<file path="src/hw/pcacc_consts.vh">
// register offsets, field positions and reset values of the capture/compare block
`ifndef PCACC_CONSTS_VH
`define PCACC_CONSTS_VH
`define PCACC_OFF_CNT_LOW 12'h000
`define PCACC_OFF_CNT_HIGH 12'h004
`define PCACC_OFF_CONTROL 12'h008
`define PCACC_OFF_MODE0 12'h00c
`define PCACC_OFF_MODE1 12'h010
`define PCACC_OFF_VAL0_LOW 12'h014
`define PCACC_OFF_VAL0_HIGH 12'h018
`define PCACC_OFF_VAL1_LOW 12'h01c
`define PCACC_OFF_VAL1_HIGH 12'h020
`define PCACC_OFF_AUX0 12'h024
`define PCACC_OFF_AUX1 12'h028
`define PCACC_OFF_IRQ 12'h02c
`define PCACC_BIT_CMP 6
`define PCACC_BIT_RISE 5
`define PCACC_BIT_FALL 4
`define PCACC_BIT_HIT 3
`define PCACC_BIT_TOG 2
`define PCACC_BIT_DUTY 1
`define PCACC_BIT_IRQ 0
`define PCACC_BIT_RUN 6
`define PCACC_BIT_RELOAD 1
`define PCACC_BIT_ACTIVE 0
`define PCACC_RST_MODE 7'h00
`define PCACC_RST_BYTE 8'h00
`define PCACC_CNT_WRAP 8'hff
`endif

</file>
<file path="src/hw/pcacc_module.v">
// one capture/compare module driven by the shared counter
`timescale 1ns/10ps
`default_nettype none
`include "pcacc_consts.vh"
module pcacc_module (
    // clock and reset
    input wire mclk,
    input wire rstn,
    // shared counter
    input wire [15:0] count,
    input wire count_step,
    input wire low_wrap,
    // configuration
    input wire [6:0] mode,
    // software writes
    input wire wr_low,
    input wire wr_high,
    input wire wr_aux,
    input wire [7:0] wdata,
    // pin sample
    input wire pin_in,
    // state
    output reg [15:0] value_reg,
    output reg [1:0] aux_reg,
    output reg pin_out_reg,
    output reg event_set_reg
);
    wire cmp_en = mode[`PCACC_BIT_CMP];
    wire rise_en = mode[`PCACC_BIT_RISE];
    wire fall_en = mode[`PCACC_BIT_FALL];
    wire hit_en = mode[`PCACC_BIT_HIT];
    wire tog_en = mode[`PCACC_BIT_TOG];
    wire duty_en = mode[`PCACC_BIT_DUTY];
    wire irq_en = mode[`PCACC_BIT_IRQ];
    reg sync1_reg;
    reg sync2_reg;
    reg prev_reg;
    reg latch_reg;
    wire rise = sync2_reg & ~prev_reg;
    wire fall = ~sync2_reg & prev_reg;
    wire capture = (rise_en & rise) | (fall_en & fall);
    // match judged only once per counter value, so a halted counter
    // does not keep firing
    wire hit = cmp_en & count_step & (count == value_reg);
    wire duty_mode = duty_en & cmp_en & ~irq_en;
    wire [8:0] duty = {aux_reg[`PCACC_BIT_ACTIVE], value_reg[7:0]};
    wire duty_level = ({1'b0, count[7:0]} >= duty);
    always @(posedge mclk or negedge rstn) begin
        if (!rstn) begin
            sync1_reg <= 1'b0;
            sync2_reg <= 1'b0;
            prev_reg <= 1'b0;
            value_reg <= 16'h0000;
            aux_reg <= 2'h0;
            // latch starts at the idle pin level, so enabling toggle
            // mode does not drop the pin before the first match
            latch_reg <= 1'b1;
            pin_out_reg <= 1'b1;
            event_set_reg <= 1'b0;
        end else begin
            sync1_reg <= pin_in;
            sync2_reg <= sync1_reg;
            prev_reg <= sync2_reg;
            event_set_reg <= capture | (hit & hit_en);
            if (capture) begin
                value_reg <= count;
            end else begin
                if (wr_low) begin
                    value_reg[7:0] <= wdata;
                end
                if (wr_high) begin
                    value_reg[15:8] <= wdata;
                end
            end
            if (wr_aux) begin
                aux_reg <= wdata[1:0];
            end else if (duty_mode && low_wrap) begin
                // active duty bit reloads from the reload bit on wrap
                aux_reg[`PCACC_BIT_ACTIVE] <= aux_reg[`PCACC_BIT_RELOAD];
            end
            if (duty_mode && low_wrap && !capture && !wr_low) begin
                value_reg[7:0] <= value_reg[15:8];
            end
            if (hit && tog_en) begin
                latch_reg <= ~latch_reg;
            end
            if (duty_en) begin
                pin_out_reg <= duty_mode ? duty_level : 1'b1;
            end else if (tog_en) begin
                pin_out_reg <= latch_reg ^ (hit & tog_en);
            end else begin
                pin_out_reg <= 1'b1;
            end
        end
    end
endmodule
`default_nettype wire

</file>
<file path="src/hw/pcacc_top.v">
// capture/compare array: shared counter, two modules and an APB slave
// Notes on behaviour
// - comparator enable, cleared at reset, turns on counter/value comparison
// - rising-capture enable latches counter on a rising pin edge
// - falling-capture enable latches on falling edge; both enables give both
// - hit-flag enable sets module event flag on counter match
// - invert-on-hit toggles the module pin on each match
// - duty-output enable routes the pulse-width output to the pin
// - interrupt request only while event flag and irq enable both set
// - capture copies both counter bytes and sets the event flag
// - software timer: comparator and hit-flag enable flag equality
// - high-speed output: pin latch inverts on every match
// - pulse-width mode needs duty and comparator enable, irq enable clear
// - all pulse-width outputs share the counter low byte period
// - pulse output low while low byte below 9-bit duty, else high
// - on low byte wrap FF to 00 the active duty reloads
// - aux register: bit 1 reload extra bit, bit 0 active extra bit
// - event flags set only by hardware, cleared only by software
// - counter runs only with run bit; module 0 and 1 on own pins
`timescale 1ns/10ps
`default_nettype none
`include "pcacc_consts.vh"
module pcacc_top #(
    parameter NMOD = 2
) (
    // clock and reset
    input wire mclk,
    input wire rstn,
    // apb slave
    input wire psel,
    input wire penable,
    input wire pwrite,
    input wire [11:0] paddr,
    input wire [31:0] pwdata,
    output reg [31:0] prdata,
    output reg pready,
    output reg pslverr,
    // counter tick from the surrounding clock-source selection
    input wire count_tick,
    // module pins
    input wire [NMOD-1:0] module_pin_in,
    output reg [NMOD-1:0] module_pin_out,
    output reg [NMOD-1:0] module_pin_oe,
    // interrupt requests towards the system
    output reg [NMOD-1:0] module_irq
);
    reg [15:0] count_reg;
    reg counter_run_reg;
    reg [NMOD-1:0] event_flag_reg;
    reg [6:0] mode_reg [0:NMOD-1];
    reg [31:0] rdata_next;
    reg hit_next;
    wire acc = psel & penable & ~pready;
    wire wr = acc & pwrite;
    wire count_step = counter_run_reg & count_tick;
    wire low_wrap = count_step & (count_reg[7:0] == `PCACC_CNT_WRAP);
    wire [16*NMOD-1:0] value_bus;
    wire [2*NMOD-1:0] aux_bus;
    wire [NMOD-1:0] pin_bus;
    wire [NMOD-1:0] event_set;
    wire [NMOD-1:0] irq_en_bus;
    wire [NMOD-1:0] pin_drive;

    genvar g;
    generate
        for (g = 0; g < NMOD; g = g + 1) begin : mods
            wire [31:0] lo_full = `PCACC_OFF_VAL0_LOW + g * 8;
            wire [31:0] hi_full = `PCACC_OFF_VAL0_HIGH + g * 8;
            wire [31:0] aux_full = `PCACC_OFF_AUX0 + g * 4;
            wire [31:0] mode_full = `PCACC_OFF_MODE0 + g * 4;
            wire [11:0] lo_addr = lo_full[11:0];
            wire [11:0] hi_addr = hi_full[11:0];
            wire [11:0] aux_addr = aux_full[11:0];
            wire [11:0] mode_addr = mode_full[11:0];
            assign irq_en_bus[g] = mode_reg[g][`PCACC_BIT_IRQ];
            assign pin_drive[g] = mode_reg[g][`PCACC_BIT_DUTY]
                | mode_reg[g][`PCACC_BIT_TOG];
            always @(posedge mclk or negedge rstn) begin
                if (!rstn) begin
                    mode_reg[g] <= `PCACC_RST_MODE;
                end else if (wr && paddr == mode_addr) begin
                    mode_reg[g] <= pwdata[6:0];
                end
            end
            pcacc_module u_mod (
                .mclk(mclk),
                .rstn(rstn),
                .count(count_reg),
                .count_step(count_step),
                .low_wrap(low_wrap),
                .mode(mode_reg[g]),
                .wr_low(wr && paddr == lo_addr),
                .wr_high(wr && paddr == hi_addr),
                .wr_aux(wr && paddr == aux_addr),
                .wdata(pwdata[7:0]),
                .pin_in(module_pin_in[g]),
                .value_reg(value_bus[16*g +: 16]),
                .aux_reg(aux_bus[2*g +: 2]),
                .pin_out_reg(pin_bus[g]),
                .event_set_reg(event_set[g])
            );
        end
    endgenerate

    // counter and control
    always @(posedge mclk or negedge rstn) begin
        if (!rstn) begin
            count_reg <= 16'h0000;
            counter_run_reg <= 1'b0;
            event_flag_reg <= {NMOD{1'b0}};
        end else begin
            if (wr && paddr == `PCACC_OFF_CNT_LOW) begin
                count_reg[7:0] <= pwdata[7:0];
            end else if (wr && paddr == `PCACC_OFF_CNT_HIGH) begin
                count_reg[15:8] <= pwdata[7:0];
            end else if (count_step) begin
                count_reg <= count_reg + 16'h0001;
            end
            if (wr && paddr == `PCACC_OFF_CONTROL) begin
                counter_run_reg <= pwdata[`PCACC_BIT_RUN];
                // software may only clear; a same-cycle set wins
                event_flag_reg <= (event_flag_reg & pwdata[NMOD-1:0])
                    | event_set;
            end else begin
                event_flag_reg <= event_flag_reg | event_set;
            end
        end
    end

    // read mux
    integer i;
    always @* begin
        rdata_next = 32'h00000000;
        hit_next = 1'b1;
        case (paddr)
            `PCACC_OFF_CNT_LOW: rdata_next[7:0] = count_reg[7:0];
            `PCACC_OFF_CNT_HIGH: rdata_next[7:0] = count_reg[15:8];
            `PCACC_OFF_CONTROL: begin
                rdata_next[`PCACC_BIT_RUN] = counter_run_reg;
                rdata_next[NMOD-1:0] = event_flag_reg;
            end
            `PCACC_OFF_IRQ: rdata_next[NMOD-1:0] = module_irq;
            default: hit_next = 1'b0;
        endcase
        for (i = 0; i < NMOD; i = i + 1) begin
            if (paddr == `PCACC_OFF_MODE0 + i * 4) begin
                rdata_next[6:0] = mode_reg[i];
                hit_next = 1'b1;
            end
            if (paddr == `PCACC_OFF_VAL0_LOW + i * 8) begin
                rdata_next[7:0] = value_bus[16*i +: 8];
                hit_next = 1'b1;
            end
            if (paddr == `PCACC_OFF_VAL0_HIGH + i * 8) begin
                rdata_next[7:0] = value_bus[16*i+8 +: 8];
                hit_next = 1'b1;
            end
            if (paddr == `PCACC_OFF_AUX0 + i * 4) begin
                rdata_next[1:0] = aux_bus[2*i +: 2];
                hit_next = 1'b1;
            end
        end
    end

    // apb answer one cycle into the access phase; outputs registered
    always @(posedge mclk or negedge rstn) begin
        if (!rstn) begin
            prdata <= 32'h00000000;
            pready <= 1'b0;
            pslverr <= 1'b0;
            module_pin_out <= {NMOD{1'b1}};
            module_pin_oe <= {NMOD{1'b0}};
            module_irq <= {NMOD{1'b0}};
        end else begin
            pready <= acc;
            pslverr <= acc & ~hit_next;
            prdata <= (acc && !pwrite) ? rdata_next : 32'h00000000;
            module_pin_out <= pin_bus;
            module_pin_oe <= pin_drive;
            module_irq <= event_flag_reg & irq_en_bus;
        end
    end
endmodule
`default_nettype wire

</file>
<file path="config.mk">
export PLATFORM = sky130hd
export DESIGN_NAME = pcacc_top
export DESIGN_NICKNAME = d
export VERILOG_FILES = /design/src/hw/pcacc_module.v /design/src/hw/pcacc_top.v
export VERILOG_INCLUDE_DIRS = /design/src /design/src/hw
export SDC_FILE = /design/constraint.sdc
export NUM_CORES = 1
export LEC_CHECK = 0
export ABC_AREA = 1
export BUFFER_PORTS_ARGS = -buffer_cell sky130_fd_sc_hd__buf_2
export CAP_MARGIN = 30
export CORE_AREA = 4 4 237 123
export CTS_CLUSTER_DIAMETER = 30
export DETAILED_ROUTE_END_ITERATION = 8
export DIE_AREA = 0 0 241 127
export PLACE_DENSITY_LB_ADDON = 0.08
export SLEW_MARGIN = 15
export SYNTH_ARGS = -nofsm -noshare
export SYNTH_HDL_FRONTEND = slang
export SYNTH_HIERARCHICAL = 1
export SYNTH_SLANG_ARGS = --single-unit
</file>
<file path="constraint.sdc">
create_clock -name mclk -period 2.72 [get_ports mclk]
set_clock_uncertainty 0.1 [all_clocks]
set_input_delay 0.544 -clock mclk [delete_from_list [all_inputs] [get_ports mclk]]
set_output_delay 0.544 -clock mclk [all_outputs]
set_load 0.01 [all_outputs]
</file>
==> results_dict.tcl <==
set metrics [dict create \
    holdBufCountCts 0 \
    dieWidth_um 241 \
    post-synth-top-count-cell "nand2_1" \
    synth-compound-area-share_pct 17.6 \
    drt-total-wl_um 27200 \
    path_max_fanout 16 \
    crit_arrival_ps 2650 \
    antenna_found_initial 0 \
    vias_per_cell 4.60 \
    largest_reg_flops 32 \
    grt_pass1_vias 5623 \
    synth-simple-area-share_pct 27.9 \
    fmax_mhz 400 \
    synth_top_cell_area_share_pct 35.4 \
    row_count 43 \
    max_slew.worst_pin.slew_ps 795 \
    synth_common_cells "220 x nand2_1, 113 x inv_1, 91 x dfrtp_1, 81 x o21ai_0, 47 x nor2_1" \
    pin_count 92 \
    maxSlewViolCount 0 \
    clock-sinks 97 \
    ant_nets 0 \
    place.detailed.instances 1288 \
    relSlewSlack_pct 47.0 \
    cap_violations 0 \
    synth_top_family_by_area "simple AND/OR/NAND/NOR gates" \
    insertedDiodeCount 0 \
    hpwl_um 21700 \
    end_kind "flop" \
    synth_ff_type "dfrtp_1" \
    grt_max_degree 38 \
    startpoint_type "flop" \
    ys_async_sr_fraction_pct 100 \
    layout-drive-gt1-share_pct 17.3 \
    synth-seq-area-share_pct 37.9 \
    grt_pass1_wl_um 39900 \
    final_area_um2 7520 \
    grt_overflow_total 0 \
    yosys.area_share.xor_xnor_pct 1.63 \
    critPathRequiredTime_ps 2870 \
    hold_violations 0 \
    drt_pass1_iterations 7 \
    cts_made_buffers 9 \
    netlist_top_cells_area "dfrtp_1 35%, nand2_1 13%, inv_1 6.6%" \
    cts_tree "done" \
    die_height_um 127 \
    core-area_um2 27200 \
    syn_avg_cell_area_um2 7.46 \
    wl_per_cell_um 20.9 \
    drc 0 \
    gp_congestion 0.849 \
    stdcell_count 1304 \
    status "completed" \
    synthMuxAreaShare_pct 0 \
    final_nets 1008 \
    synthCells 862 \
    portBuffers 43 \
    ys_warn_count 6 \
    insertion_delay_ps 390 \
    yosys.area_share.adder_pct 3.31 \
    grt_usage_pct 18.2 \
    htreeDepth 3 \
    ys_ff_latch 97 \
    syn-cell-area_um2 6430 \
    setup_tns_ps 0 \
    min_period_ps 2500 \
    synth.distinct_cells 46 \
    finalSetupViolCount 0 \
    die-area_um2 30600 \
    area_delta_synth_final_pct 16.9 \
    worstSetupPathType "reg2reg" \
    synth_edf_count 0 \
    dpl-instance-area_um2 7230 \
    drt_iter0_markers 603 \
    start_util_pct 23.6 \
    fin_crit_sh_pct 91.9 \
    leakage_nw 3.94 \
    cts_root_buf "clkbuf_16" \
    power-per-cell-area_nw_per_um2 403 \
    cts_setup_buffers 0 \
    hp-class "in2async" \
    ctsResizeCount 0 \
    clockBufferDepth 2 \
    rsz0062_at_grt "false" \
    rr_worst_depth 12 \
    irDropWorstVdd_mv 0.327 \
    clkTransAtPathRegs_ps 90 \
    netlist.top_cell.by_area "dfrtp_1" \
    vias 6002 \
]
[worst max-delay path, cell delays in order (launching register included)]
cell,delay (ps)
dfrtp_1,370
ha_1,170
nand2_1,130
nor2_2,140
nand3_1,220
nor3_1,210
buf_4,190
nand2_2,120
nor3_4,220
buf_12,180
a21oi_1,70
o21ai_0,120
o21ai_1,110
[cells in the final DEF, fill, tap and decap left out, types with 3 or more instances in the layout]
master	Yosys	final
nand4_1	12	12
nor2_1	47	47
o21ai_1	26	26
buf_2	6	42
nand2_4	7	7
o22ai_1	6	6
nor3_4	4	4
a22oi_1	16	16
buf_12	0	3
dfrtp_1	91	91
inv_2	12	12
xor2_1	12	12
inv_1	113	113
dfstp_2	6	6
nor2_4	5	5
nor3_1	6	6
o21ai_0	81	81
nand3_1	42	42
ha_1	17	17
o221ai_1	5	5
o21bai_1	3	3
inv_6	0	4
buf_4	27	35
nor2_2	8	8
nand2_1	220	220
or2_2	4	4
clkbuf_16	0	9
conb_1	1	24
a21oi_1	46	46
nor2_8	5	5
nand2_2	7	7
o211ai_1	5	5
[routing by layer]
layer  GRT usage (%)  vias to the layer above  part of all wire, %
met5               0                        -                    0
met4            3.54                        0                  1.1
met3            4.59                       18                  6.6
met2            19.5                      200                   32
met1            33.0                     2838                   61
li1                -                     2946                    -
[metrics by stage]
stage	util [%]	power [W]	hold WS, ps	setup WS [ps]
5_1_grt	27.6	0.00317	26.5	45.1
3_5_place_dp	26.6	0.00174	239	291
6_report	27.6	0.00303	9.46	220
4_1_cts	27.6	0.00308	9.46	299
2_1_floorplan	-	0.00164	148	484
3_3_place_gp	26.6	0.00175	236	294
[path summary, 6_finish.rpt]
path,slack (ps),start,to
worst max register to register,220,count_reg[0],mods[0].u_mod/value_reg[2]
worst min register to register,260,mods[0].u_mod/sync1_reg,mods[0].u_mod/sync2_reg
min in group mclk,170,module_pin_in[1],mods[1].u_mod/sync1_reg
max in group asynchronous,1850,rstn,module_pin_out[1]
worst min-delay path,9,rstn,module_irq[1]
worst max-delay path,220,count_reg[0],mods[0].u_mod/value_reg[2]
[cell families after synthesis]
family,after synthesis
other cells,1
flops,97
buf+inv,163
simple gates,373
compound gates,199
xor+xnor,12
fa+ha+maj,17
[area by class of cell]
cell class                 count  area, um^2
tap                          360         450
sequential                    97        2430
inverter                     126         475
fill                        3034       19700
multi-input combinational    625        3340
clock buffer                   9         225
timing repair buffer          80         533
clock inverter                 7        60.1
[power by group]
part | internal (W) | leakage, nW | total (W) | switching [W]
Sequential | 0.00146 | 1.16 | 0.00148 | 0.0000226
Clock | 0.000638 | 0.137 | 0.00131 | 0.000674
Combinational | 0.0000629 | 2.64 | 0.000233 | 0.000170
(Power assumes the default switching activity.)
